$ cat config.mk
export PLATFORM = sky130hd
export DESIGN_NAME = itam_top
export DESIGN_NICKNAME = d
export VERILOG_FILES = /design/src/logic/itam_pkg.sv /design/src/logic/itam_sticky.sv /design/src/logic/itam_top.sv
export VERILOG_INCLUDE_DIRS = /design/src /design/src/logic
export SDC_FILE = /design/constraint.sdc
export NUM_CORES = 1
export LEC_CHECK = 0
export ABC_CLOCK_PERIOD_IN_PS = 2400
export BUFFER_PORTS_ARGS = -buffer_cell sky130_fd_sc_hd__buf_4
export CORE_ASPECT_RATIO = 1.75
export CORE_MARGIN = 3
export CORE_UTILIZATION = 35
export CTS_CLUSTER_SIZE = 25
export DETAILED_ROUTE_END_ITERATION = 7
export RECOVER_POWER = 50
export SLEW_MARGIN = 20
export SYNTH_ARGS = -nofsm -noshare
export SYNTH_HDL_FRONTEND = slang
export SYNTH_SLANG_ARGS = --single-unit
export TNS_END_PERCENT = 100
$ cat constraint.sdc
create_clock -name mclk -period 2.4 [get_ports mclk]
set_input_delay 0.24 -clock mclk [delete_from_list [all_inputs] [get_ports mclk]]
set_output_delay 0.24 -clock mclk [all_outputs]
set_load 0.03 [all_outputs]
$ cat src/logic/itam_regs.svh
// Purpose: Offsets, field positions, reset values for the trap/activity monitor
// Assumes: Offsets are relative to the power-management I/O base
// Notes: Included by its bare name
`ifndef ITAM_REGS_SVH
`define ITAM_REGS_SVH

// ----------------------------------------------------------------------
// Register offsets
// ----------------------------------------------------------------------
`define ITAM_MON_OFS 16'h0040
`define ITAM_ACT_OFS 16'h0044

// ----------------------------------------------------------------------
// Field positions
// ----------------------------------------------------------------------
`define ITAM_MON_FLAG_LSB 12
`define ITAM_MON_ALLOW_LSB 8
`define ITAM_ACT_FM 13
`define ITAM_ACT_KBC 12
`define ITAM_ACT_MUSIC 11
`define ITAM_ACT_SOUND 10
`define ITAM_ACT_PIRQ_LSB 6
`define ITAM_ACT_LEGACY 5
`define ITAM_ACT_IDE_LSB 0
`define ITAM_ACT_VALID 16'h3FEF
`define ITAM_TRAP_VALID 16'h3C2F

// ----------------------------------------------------------------------
// Reset values
// ----------------------------------------------------------------------
`define ITAM_MON_RST 16'h0000
`define ITAM_ACT_RST 16'h0000

`endif

$ cat src/logic/itam_pkg.sv
// Purpose: Shared types of the trap/activity monitor
// Assumes: 16-bit registers, four monitors
// Notes: Numbers live in itam_regs.svh
package itam_pkg;
  typedef logic [15:0] itam_word_t;
  typedef logic [3:0] itam_mon_t;
endpackage

$ cat src/logic/itam_sticky.sv
// Purpose: Bank of sticky flags, set by hardware, cleared by writing one
// Assumes: Set and clear come from logic on mclk
// Notes: A set in the clearing cycle wins
`timescale 1ns/1ps
`default_nettype none
module itam_sticky #(
  parameter int W = 16
) (
  // Clock and reset
  input wire logic mclk,
  input wire logic rst,
  // Events and clears
  input wire logic [W-1:0] set,
  input wire logic [W-1:0] clr,
  // Flag state
  output logic [W-1:0] flag_r
);
  wire logic [W-1:0] flag_nxt;

  // Set beats clear so no event is lost
  assign flag_nxt = set | (flag_r & ~clr);

  // State register
  always_ff @(posedge mclk or posedge rst) begin
    if (rst) begin
      flag_r <= '0;
    end else begin
      flag_r <= flag_nxt;
    end
  end

  // Width sanity, refused at elaboration
  if (W < 1) begin
    $error("itam_sticky: W must be at least 1");
  end

  a_set_wins: assert property (@(posedge mclk)
    disable iff (rst) (set != '0) |=>
    ((flag_r & $past(set)) == $past(set)))
    else $error("sticky set was lost");
endmodule
`default_nettype wire

$ cat src/logic/itam_top.sv
// Purpose: Monitor trap flags and device activity flags with SMI request
// Assumes: Range hits are one-cycle pulses decoded on mclk; PCI
//          interrupt lines arrive from pins and are synchronised here
// Notes: Registers sit at the power-management I/O base plus offset
`timescale 1ns/1ps
`default_nettype none
`include "itam_regs.svh"
module itam_top #(
  parameter int NPIRQ = 8
) (
  // Clock and reset
  input wire logic mclk,
  input wire logic rst,
  // Host I/O cycles
  input wire itam_pkg::itam_word_t power_mgmt_io_base,
  input wire itam_pkg::itam_word_t io_addr,
  input wire logic io_rd,
  input wire logic io_wr,
  input wire logic [1:0] io_be,
  input wire itam_pkg::itam_word_t io_wdata,
  output itam_pkg::itam_word_t io_rdata_r,
  output logic io_ack_r,
  // Decoded range hits, one-cycle pulses
  input wire itam_pkg::itam_mon_t monitor_hit,
  input wire logic fm_sound_hit,
  input wire logic keyboard_ctrl_hit,
  input wire logic music_port_hit,
  input wire logic [1:0] sound_card_hit,
  input wire logic [3:0] legacy_io_hit,
  input wire logic [3:0] ide_hit,
  // Device trap enables, same layout as activity flags
  input wire itam_pkg::itam_word_t device_trap_allow,
  // PCI interrupt pins A..H, active low
  input wire logic [NPIRQ-1:0] pirq_n,
  // Results
  output logic sys_mgmt_interrupt_n,
  output logic fwd_inhibit
);
  import itam_pkg::*;

  // ----------------------------------------------------------------------
  // Pin synchroniser
  // ----------------------------------------------------------------------
  logic [NPIRQ-1:0] pirq_meta_r;
  logic [NPIRQ-1:0] pirq_sync_r;

  // Two flops before any logic sees the pins
  always_ff @(posedge mclk or posedge rst) begin
    if (rst) begin
      pirq_meta_r <= '1;
      pirq_sync_r <= '1;
    end else begin
      pirq_meta_r <= pirq_n;
      pirq_sync_r <= pirq_meta_r;
    end
  end

  // Only four pairs of lines are served
  if (NPIRQ != 8) begin
    $error("itam_top: NPIRQ must be 8, four pairs");
  end

  // ----------------------------------------------------------------------
  // Address decode
  // ----------------------------------------------------------------------
  wire itam_word_t mon_addr;
  wire itam_word_t act_addr;
  wire logic mon_sel;
  wire logic act_sel;
  wire itam_word_t be_mask;
  wire itam_word_t wmask;

  assign mon_addr = power_mgmt_io_base + `ITAM_MON_OFS;
  assign act_addr = power_mgmt_io_base + `ITAM_ACT_OFS;
  assign mon_sel = (io_addr == mon_addr);
  assign act_sel = (io_addr == act_addr);
  assign be_mask = {{8{io_be[1]}}, {8{io_be[0]}}};
  assign wmask = io_wdata & be_mask;

  // ----------------------------------------------------------------------
  // Monitor trap allow and flags
  // ----------------------------------------------------------------------
  logic [3:0] allow_r;
  wire logic [3:0] allow_nxt;
  wire logic allow_we;
  wire logic [3:0] trap_set;
  wire logic [3:0] trap_clr;
  wire logic [3:0] trap_flag;

  // Allow bits live in the upper byte lane
  assign allow_we = io_wr & mon_sel & io_be[1];
  assign allow_nxt = allow_we ?
    io_wdata[`ITAM_MON_ALLOW_LSB +: 4] : allow_r;

  always_ff @(posedge mclk or posedge rst) begin
    if (rst) begin
      allow_r <= 4'h0;
    end else begin
      allow_r <= allow_nxt;
    end
  end

  // Only an allowed monitor access traps and flags
  assign trap_set = monitor_hit & allow_r;
  assign trap_clr = (io_wr & mon_sel) ?
    wmask[`ITAM_MON_FLAG_LSB +: 4] : 4'h0;

  itam_sticky #(.W(4)) u_trap (
    .mclk(mclk),
    .rst(rst),
    .set(trap_set),
    .clr(trap_clr),
    .flag_r(trap_flag)
  );

  // ----------------------------------------------------------------------
  // Activity flags
  // ----------------------------------------------------------------------
  wire itam_word_t act_set;
  wire itam_word_t act_clr;
  wire itam_word_t act_flag;
  wire logic [3:0] pair_active;

  // Pair n is line n or line n+4, low meaning active
  assign pair_active = ~pirq_sync_r[3:0] | ~pirq_sync_r[7:4];

  // Set regardless of any enable; reserved bits never set
  assign act_set = {
    2'b00,
    fm_sound_hit,
    keyboard_ctrl_hit,
    music_port_hit,
    |sound_card_hit,
    pair_active,
    |legacy_io_hit,
    1'b0,
    ide_hit
  } & `ITAM_ACT_VALID;
  assign act_clr = (io_wr & act_sel) ? wmask : 16'h0000;

  itam_sticky #(.W(16)) u_act (
    .mclk(mclk),
    .rst(rst),
    .set(act_set),
    .clr(act_clr),
    .flag_r(act_flag)
  );

  // ----------------------------------------------------------------------
  // Forwarding block and SMI request
  // ----------------------------------------------------------------------
  wire logic smi_nxt;
  logic smi_r;

  // Combinational so the cycle is held back in the same clock; PCI pair
  // bits carry no trap range, so their enables are masked off
  assign fwd_inhibit =
    |(act_set & device_trap_allow & `ITAM_TRAP_VALID);
  // Request stands while any trap flag stays set
  assign smi_nxt = |trap_flag;

  always_ff @(posedge mclk or posedge rst) begin
    if (rst) begin
      smi_r <= 1'b0;
    end else begin
      smi_r <= smi_nxt;
    end
  end
  assign sys_mgmt_interrupt_n = ~smi_r;

  // ----------------------------------------------------------------------
  // Read path
  // ----------------------------------------------------------------------
  wire itam_word_t mon_view;
  wire itam_word_t rd_mux;
  wire logic ack_nxt;

  // Low byte of the monitor register is reserved and reads zero
  assign mon_view = {trap_flag, allow_r, 8'h00};
  assign rd_mux = mon_sel ? mon_view :
                  act_sel ? act_flag : 16'h0000;
  assign ack_nxt = (io_rd | io_wr) & (mon_sel | act_sel);

  always_ff @(posedge mclk or posedge rst) begin
    if (rst) begin
      io_rdata_r <= `ITAM_MON_RST;
      io_ack_r <= 1'b0;
    end else begin
      io_rdata_r <= io_rd ? rd_mux : 16'h0000;
      io_ack_r <= ack_nxt;
    end
  end

  // ----------------------------------------------------------------------
  // Checks
  // ----------------------------------------------------------------------
  a_trap_sets: assert property (@(posedge mclk)
    disable iff (rst) ((monitor_hit & allow_r) != 4'h0) |=>
    ((trap_flag & $past(monitor_hit & allow_r)) != 4'h0))
    else $error("allowed trap did not flag");

  a_trap_blocked: assert property (@(posedge mclk)
    disable iff (rst)
    ((trap_flag & ~$past(trap_flag) & ~$past(monitor_hit & allow_r))
    == 4'h0))
    else $error("trap flag rose without allowed hit");

  a_smi_follows: assert property (@(posedge mclk)
    disable iff (rst) (trap_flag != 4'h0) |=> !sys_mgmt_interrupt_n)
    else $error("SMI not requested for trap flag");

  a_smi_quiet: assert property (@(posedge mclk)
    disable iff (rst) (trap_flag == 4'h0) |=> sys_mgmt_interrupt_n)
    else $error("SMI requested with no trap flag");

  a_allow_write: assert property (@(posedge mclk)
    disable iff (rst) (io_wr && mon_sel && io_be[1]) |=>
    (mon_view[11:8] == $past(io_wdata[11:8])))
    else $error("allow bits not written");

  a_allow_keep: assert property (@(posedge mclk)
    disable iff (rst) (io_wr && mon_sel && !io_be[1]) |=> $stable(allow_r))
    else $error("allow bits changed without their lane");

  a_trap_clear: assert property (@(posedge mclk)
    disable iff (rst) (io_wr && mon_sel && io_be[1] &&
    ((monitor_hit & allow_r) == 4'h0)) |=>
    ((trap_flag & $past(io_wdata[`ITAM_MON_FLAG_LSB +: 4])) == 4'h0))
    else $error("trap flag not cleared by one");

  a_w1c_clear: assert property (@(posedge mclk)
    disable iff (rst)
    (io_wr && act_sel && io_be == 2'b11 && act_set == 16'h0000) |=>
    ((act_flag & $past(io_wdata)) == 16'h0000))
    else $error("write one did not clear");

  a_w1c_keep: assert property (@(posedge mclk)
    disable iff (rst) (io_wr && act_sel) |=>
    ((act_flag & $past(act_flag & ~wmask)) == $past(act_flag & ~wmask)))
    else $error("write zero changed a flag");

  a_ack_pulse: assert property (@(posedge mclk)
    disable iff (rst) ((io_rd || io_wr) && (mon_sel || act_sel)) |=>
    io_ack_r)
    else $error("mapped access not acknowledged");

  a_unmapped_quiet: assert property (@(posedge mclk)
    disable iff (rst) ((io_rd || io_wr) && !mon_sel && !act_sel) |=>
    (!io_ack_r && io_rdata_r == 16'h0000))
    else $error("unmapped access answered");

  a_read_data: assert property (@(posedge mclk)
    disable iff (rst) (io_rd && act_sel) |=>
    (io_rdata_r == $past(act_flag)))
    else $error("activity read data wrong");

  a_reserved_zero: assert property (@(posedge mclk)
    disable iff (rst) io_ack_r |->
    (act_flag[15:14] == 2'b00 && act_flag[4] == 1'b0 &&
    mon_view[7:0] == 8'h00))
    else $error("reserved bit not zero");

  a_pirq_pair: assert property (@(posedge mclk)
    disable iff (rst)
    (!pirq_n[0] && !$past(pirq_n[0]) && !$past(pirq_n[0], 2)) |=>
    act_flag[`ITAM_ACT_PIRQ_LSB])
    else $error("PCI pair activity lost");

  a_fwd_block: assert property (@(posedge mclk)
    disable iff (rst) (fm_sound_hit && device_trap_allow[`ITAM_ACT_FM]) |->
    fwd_inhibit)
    else $error("trapped cycle forwarded");

  a_kbc_act: assert property (@(posedge mclk)
    disable iff (rst) keyboard_ctrl_hit |=> act_flag[`ITAM_ACT_KBC])
    else $error("keyboard activity lost");

  a_music_act: assert property (@(posedge mclk)
    disable iff (rst) music_port_hit |=> act_flag[`ITAM_ACT_MUSIC])
    else $error("music port activity lost");

  a_fm_act: assert property (@(posedge mclk)
    disable iff (rst) fm_sound_hit |=> act_flag[`ITAM_ACT_FM])
    else $error("FM sound activity lost");

  a_sound_act: assert property (@(posedge mclk)
    disable iff (rst) (sound_card_hit != 2'b00) |=>
    act_flag[`ITAM_ACT_SOUND])
    else $error("sound card activity lost");

  a_legacy_act: assert property (@(posedge mclk)
    disable iff (rst) (legacy_io_hit != 4'h0) |=>
    act_flag[`ITAM_ACT_LEGACY])
    else $error("legacy I/O activity lost");

  a_ide_act: assert property (@(posedge mclk)
    disable iff (rst) (ide_hit != 4'h0) |=>
    ((act_flag[`ITAM_ACT_IDE_LSB +: 4] & $past(ide_hit)) == $past(ide_hit)))
    else $error("IDE activity lost");
endmodule
`default_nettype wire
# Word level (Yosys, flattened, before mapping)
# Cells that the tools add are included.
# word_totals
reg_bits	58
inputBits	95
output_inout_bits	19
elab_cells	40
# op_classes
addsub	2
eq_ne	2
mux	5
bitwise_logic	19
n_reduce_logical	4
# op_table
operator	n
2-to-1 mux 16 bit	4
adder 16 x 7 -> 16 bit (second input constant)	2
bitwise AND 16 bit	2
equality test 16 bit	2
NOT 16 bit	1
bitwise OR 14 x 16 -> 16 bit	1
bitwise AND 14 bit	1
NOT 4 bit	3
OR reduction 9 bit	1
bitwise AND 4 bit	2
bitwise OR 4 bit	2
OR reduction 4 bit	2
bitwise AND 1 bit	4
2-to-1 mux 4 bit	1
bitwise OR 1 bit	2
OR reduction 2 bit	1
NOT 1 bit	1

# Logic depth before layout (Yosys ltp)
# Gate-level depths: netlist of run 1.
# depth
ltp_word	7
depth_mapped	11
depth_no_buf	9

# By module
# Synthesis of run 1 repeated with hierarchy kept, for this count alone.
# hier_totals
hier_cells	318
hier_area_um2	3256.9
# modules_own_cells
module	instances	cells_per_inst	area_per_inst_um2	seq_area_each_um2
itam_top	1	256	2523.7	970.9
itam_sticky at u_act	1	49	584.3	400.4
itam_sticky at u_trap	1	13	148.9	100.1

# Worst setup path after synthesis of run 1
# Ideal clock, no wire load.
# synth_timing
kind	in2reg
start	input power_mgmt_io_base[6]
end	register u_act.flag_r[6]
setup_time_ns	0.118
arrival_time_ns	2.157
required_ns	2.282
setup_slack_ns	0.125
path_stages	11
path_buffers	3
path_cell_list	ha_1 > clkbuf_2 > a41oi_4 > xnor2_1 > or3b_1 > a211oi_1 > and4_1 > buf_6 > buf_12 > nand4_1 > a21o_1
# synth_via
elab_chain_len	7
# synth_lines
item	line_no	rtl
start: declaration	itam_top.sv:15	input wire itam_pkg::itam_word_t power_mgmt_io_base,
adder 16 x 7 -> 16 bit (no line)	-	
equality test 16 bit	itam_top.sv:76	assign act_sel = (io_addr == act_addr);
bitwise AND 1 bit	itam_top.sv:139	assign act_clr = (io_wr & act_sel) ? wmask : 16'h0000;
2-to-1 mux 16 bit	itam_top.sv:139	
NOT 16 bit	itam_sticky.sv:21	assign flag_nxt = set | (flag_r & ~clr);
bitwise AND 16 bit	itam_sticky.sv:21	
bitwise OR 14 x 16 -> 16 bit	itam_sticky.sv:21	
named net u_act.flag_nxt[6]	itam_sticky.sv:18	wire logic [W-1:0] flag_nxt;
end signal: assignment	itam_sticky.sv:28	flag_r <= flag_nxt;
end: declaration	itam_sticky.sv:16	output logic [W-1:0] flag_r
# The timed path passes the listed nets, and every way through them passes these cells.
# A chain may end at the register's enable or synchronous reset.

# Worst setup path in the final report of run 1
# layout_timing
start	input power_mgmt_io_base[6]
end	register u_act.flag_r[3]
# Same word-level chain as after synthesis.

==> results of run 1 <==
==> path summary, 6_finish.rpt <==
kind | start | end | slack (ns) | cells past startpoint
min reg2reg | pirq_meta_r[0] | pirq_sync_r[0] | 0.35 | 0
max | power_mgmt_io_base[6] | u_act.flag_r[3] | 0.23 | 10
max in group asynchronous | rst | io_rdata_r[1] | 0.61 | 4
max reg2reg | u_trap.flag_r[2] | smi_r | 1.38 | 1
min in group asynchronous | rst | u_act.flag_r[14] | 0.71 | 3
min | pirq_n[6] | pirq_meta_r[6] | 0.03 | 1
==> state kept, by name (all words and copies together), names as in the netlist <==
signal,flops
allow_r,4
u_act.flag_r,16
pirq_sync_r,8
u_trap.flag_r,4
io_rdata_r,16
pirq_meta_r,8
io_ack_r,1
smi_r,1
==> repair_timing <==
item	4_1_cts	5_1_grt
endpoints found under the hold margin	21	0
hold buffers	1	0
gates resized for setup	0	0
endpoints found under the setup margin	0	0
==> logic make-up (layout without fill, tap and decap cells) <==
family          Yosys count  after routing  share of synthesized area
compound gates           57             57                      0.155
xor+xnor                 26             26                     0.0794
fa+ha+maj                 3              3                     0.0131
buf+inv                  19            152                     0.0449
flops                    58             58                      0.513
mux                       5              5                     0.0192
simple gates             96             96                      0.175
==> critical path, stage by stage <==
cell and delay [ns]:
buf_4 0.12, ha_1 0.23, a41oi_4 0.24, xnor2_1 0.13, or3b_1 0.38, a211oi_1 0.21, and4_1 0.33, buf_4 0.21
nand4_1 0.10, a21o_1 0.18
==> power by group <==
group | switching [mW] | internal, mW | leakage, nW | total [mW]
Sequential | 0.00386 | 1.01 | 0.672 | 1.01
Combinational | 0.149 | 0.169 | 0.970 | 0.318
Clock | 0.403 | 0.687 | 0.136 | 1.09
Total | 0.556 | 1.86 | 1.78 | 2.42
==> cell type report <==
class / count / share of cell area
clock buffer: 10 / 0.0565
clock inverter: 6 / 0.00834
inverter: 8 / 0.00741
multi-input combinational: 187 / 0.313
sequential: 58 / 0.363
tap: 90 / 0.0278
timing repair buffer: 128 / 0.223
==> per-stage QoR <==
step           worst slack [ns]  utilization  hold slack (ns)  total power, mW
2_1_floorplan             0.125            -            0.244             1.16
3_3_place_gp            -0.0563        0.483            0.327             1.34
3_5_place_dp             -0.104        0.483            0.328             1.35
4_1_cts                   0.246        0.518          0.00595             2.46
5_1_grt                   0.101        0.509          0.00528             2.53
6_report                  0.230        0.509           0.0283             2.42
==> metal layers <==
metal / up-vias / track usage
met5: - / 0
met4: 0 / 0.0891
met3: 16 / 0.0431
met2: 93 / 0.309
met1: 1208 / 0.170
li1: 1219 / -
==> Yosys cell counts (4+ instances only) <==
cell / count
xnor2_1: 15
a21o_1: 12
inv_1: 8
a21boi_1: 6
nand2_1: 30
mux2_2: 4
a31oi_1: 4
nand3_1: 22
xor2_1: 11
o21ai_0: 7
dfstp_2: 16
and2_1: 9
nand4_1: 11
dfrtp_1: 42
==> flow_metrics.env, run 1 <==
export IMPL_outcome="complete, no violations"
export IMPL_cp_end_kind="flip-flop"
export IMPL_holdCritPathClass="in -> reg"
export IMPL_dr_pass1_iters=4
export IMPL_htreeDepth=3
export IMPL_rows=43
export IMPL_cts_root_buf="clkbuf_16"
export IMPL_drv_cap=0
export IMPL_grt_overflow_total=0
export IMPL_cp_arrival_ns=2.38
export IMPL_ys_warn_count=0
export IMPL_synth_area_top_cells="dfrtp_1 (37%), dfstp_2 (15%), xnor2_1 (4.6%), nand2_1 (3.9%), nand3_1 (3.8%)"
export IMPL_worstSkewPairLatency_ns=0.32
export IMPL_drive_above_1_share=0.370
export IMPL_dp_cells=470
export IMPL_multiInputGateArea_um2=1270
export IMPL_critPathMaxFanout=9
export IMPL_grt_pass1_wl_um=12000
export IMPL_hold_viol=0
export IMPL_cp_data_required_time_ns=2.61
export IMPL_vias=2536
export IMPL_dieArea_um2=9360
export IMPL_final_cell_mix="buf_4 (98), dfrtp_1 (42), nand2_1 (30)"
export IMPL_cts_sinks=58
export IMPL_synth_async_reset_ratio=1.00
export IMPL_port_buffers=106
export IMPL_ff_latch_area_um2=1470
export IMPL_worst_slew_pin_slew_ns=0.982
export IMPL_synth_edff_count=0
export IMPL_ys_flop_type="dfrtp_1"
export IMPL_ys_seq_area_frac=0.513
export IMPL_wl_met2_um=4190
export IMPL_finalSetupTns_ns=0
export IMPL_die_x_um=74.4
export IMPL_min_period_over_period=0.904
export IMPL_antenna_cells=0
export IMPL_slew_headroom=0.345
export IMPL_die_y_um=126
export IMPL_vdd_ir_drop_max_uv=362
export IMPL_period_minus_slack_ns=2.17
export IMPL_post_drt_via_cell_ratio=5.21
export IMPL_fp_coreArea_um2=7960
export IMPL_wl_per_cell_um=15.2
export IMPL_fmax_ghz=0.461
export IMPL_top_layer="met4"
export IMPL_initial_core_util=0.360
export IMPL_synth_top_area_frac=0.366
export IMPL_slew_viol_final=0
export IMPL_place_area_um2=3850
export IMPL_wl_met1_um=2510
export IMPL_yosys_area_top_type="dfrtp_1"
export IMPL_clock_skew_ns=0.00737
export IMPL_setup_worst_path_class="in -> reg"
export IMPL_wl_met3_um=465
export IMPL_fin_nets=490
export IMPL_cts_buffers=9
export IMPL_mostFrequentLayoutCell="buf_4"
export IMPL_gr_usage_all_layers=0.171
export IMPL_hpwl_um=6080
export IMPL_rsz0062_at_grt="false"
export IMPL_areaGrowthSynthToFinish_pct=41.2
export IMPL_postRouteAntennaNets=0
export IMPL_cts_path_max_buffers=2
export IMPL_setup_worst_path_start_class="input port"
export IMPL_fin_cells=487
export IMPL_io_pins=114
export IMPL_drt_total_wl_um=7410
export IMPL_post_cts_buffers=0
export IMPL_fillers=776
export IMPL_stdcell_area_um2=4050
export IMPL_clkSlewWorstSetupHoldPaths_ns=0.05
export IMPL_cts_tree="yes"
export IMPL_power_density_nw_per_um2=597
export IMPL_p_leak_nw=1.78
export IMPL_netlist_area_um2=2870
export IMPL_syn_nets=362
export IMPL_setup_viol=0
export IMPL_antenna_found_initial=0
export IMPL_ys_seq_elements=58
export IMPL_grt_max_degree=28
export IMPL_syn_area_per_cell_um2=10.9
export IMPL_netlist_instances=264
export IMPL_grt_pass1_vias=2550
export IMPL_ys_types=57
export IMPL_drtIter0Drc=112
export IMPL_place_congestion=0.867
export IMPL_drc=0
No activity file was read; power rests on OpenSTA's default activity.
==> run 2: changes to the inputs <==
- PLACE_DENSITY_LB_ADDON: not set -> 0.25
==> flow_metrics.env, run 2 (synthesized netlist as in run 1, its figures left out) <==
export IMPL_htreeDepth=3
export IMPL_mostFrequentLayoutCell="buf_4"
export IMPL_cts_root_buf="clkbuf_16"
export IMPL_vdd_ir_drop_max_uv=336
export IMPL_wl_per_cell_um=15.3
export IMPL_vias=2495
export IMPL_place_congestion=0.917
export IMPL_postRouteAntennaNets=0
export IMPL_slew_headroom=0.363
export IMPL_dp_cells=466
export IMPL_final_cell_mix="buf_4 (95), dfrtp_1 (42), nand2_1 (30)"
export IMPL_power_density_nw_per_um2=611
export IMPL_slew_viol_final=0
export IMPL_post_cts_buffers=0
export IMPL_hpwl_um=5920
export IMPL_worstSkewPairLatency_ns=0.32
export IMPL_cp_startpoint="power_mgmt_io_base[6]"
export IMPL_cts_buffers=9
export IMPL_io_pins=114
export IMPL_grt_pass1_wl_um=11800
export IMPL_setup_viol=0
export IMPL_cts_path_max_buffers=2
export IMPL_cp_common_cell="buf_4"
export IMPL_cp_end_kind="flip-flop"
export IMPL_cpLargestDelayFamily="simple AND/OR/NAND/NOR gates"
export IMPL_grt_max_degree=27
export IMPL_holdCritPathClass="in -> reg"
export IMPL_grt_overflow_total=0
export IMPL_min_period_over_period=0.914
export IMPL_dieArea_um2=9360
export IMPL_fp_coreArea_um2=7960
export IMPL_r2r_cells=1
export IMPL_antenna_cells=0
export IMPL_fmax_ghz=0.456
export IMPL_drtIter0Drc=121
export IMPL_fin_nets=486
export IMPL_cts_tree="yes"
export IMPL_hold_viol=0
export IMPL_clock_skew_ns=0.00445
export IMPL_areaGrowthSynthToFinish_pct=40.2
export IMPL_p_leak_nw=1.76
export IMPL_setup_worst_path_class="in -> reg"
export IMPL_die_y_um=126
export IMPL_rsz0062_at_grt="false"
export IMPL_dr_pass1_iters=5
export IMPL_drc=0
export IMPL_cp_slowest_stage_delay_ns=0.37
export IMPL_cts_sinks=58
export IMPL_fin_util=0.505
export IMPL_worst_r2r_setup_slack_ns=1.36
export IMPL_rows=43
export IMPL_cp_data_required_time_ns=2.60
export IMPL_r2r_start="u_trap.flag_r[2]"
export IMPL_clkSlewWorstSetupHoldPaths_ns=0.05
export IMPL_drt_total_wl_um=7370
export IMPL_drive_above_1_share=0.364
export IMPL_hold_path_cell_count=1
export IMPL_antenna_found_initial=0
export IMPL_path_depth=11
export IMPL_period_minus_slack_ns=2.19
export IMPL_setup_worst_path_start_class="input port"
export IMPL_crit_chain="buf_4, inv_1, ha_1, a41oi_4, xnor2_1, or3b_1, a211oi_1, and4_2, buf_4, nand3_1, a21o_1"
export IMPL_hold_path_startpoint="pirq_n[2]"
export IMPL_fin_cells=483
export IMPL_post_drt_via_cell_ratio=5.17
export IMPL_critPathSlowestCell="or3b_1"
export IMPL_die_x_um=74.4
export IMPL_initial_core_util=0.360
export IMPL_gr_usage_all_layers=0.166
export IMPL_top_regs="io_rdata_r x16, u_act.flag_r x16"
export IMPL_outcome="complete, no violations"
export IMPL_port_buffers=106
export IMPL_critPathMaxFanout=10
export IMPL_critPathBufInv=3
export IMPL_grt_pass1_vias=2563
export IMPL_fillers=771
export IMPL_cp_arrival_ns=2.40
export IMPL_worst_slew_pin_slew_ns=0.955
export IMPL_drv_cap=0
run 2: through the flow:
| stage | TNS (ns) | hold slack [ns] | area, um2 | worst slack, ns | power (mW) |
|---|---|---|---|---|---|
| 6_report | 0 | 0.0343 | 4020 | 0.207 | 2.46 |
| 5_1_grt | 0 | 0.0147 | 4020 | 0.0692 | 2.57 |
| 4_1_cts | 0 | 0.0189 | 4090 | 0.125 | 2.49 |
| 3_5_place_dp | -3.63 | 0.329 | 3810 | -0.199 | 1.34 |
| 3_3_place_gp | -2.93 | 0.319 | 3810 | -0.171 | 1.34 |
| 2_1_floorplan | 0 | 0.244 | 2870 | 0.125 | 1.16 |
run 2: layer usage:
metal  GRT usage  up-vias  wire, um
met5           0        -         0
met4      0.0723        0       165
met3      0.0367       10       470
met2       0.303       98      4020
met1       0.174     1183      2710
li1            -     1204         -
run 2: timing repair:
item | in CTS | in global routing
setup endpoints to repair | 0 | 1
gates resized for setup | 0 | 1
hold buffers | 1 | 0
endpoints found under the hold margin | 20 | 0
run 2: power by group:
group	switching (mW)	internal, mW
Combinational	0.150	0.165
Sequential	0.00371	1.01
Clock	0.387	0.746
run 2: final cells by class:
class	instances	area [um2]	area share
repair buffers	124	862	0.214
multi-input cells	187	1270	0.316
flip-flops and latches	58	1470	0.366
clock buffers	13	260	0.0647
inverters	8	30.0	0.00747
clock inverters	3	15.0	0.00373
well taps	90	113	0.0280
run 2: final timing paths:
path,to
min in group asynchronous,io_rdata_r[14]
worst min-delay path,pirq_meta_r[2]
worst max register to register,smi_r
max in group asynchronous,io_rdata_r[8]
worst min register to register,pirq_sync_r[6]
worst max-delay path,u_act.flag_r[12]
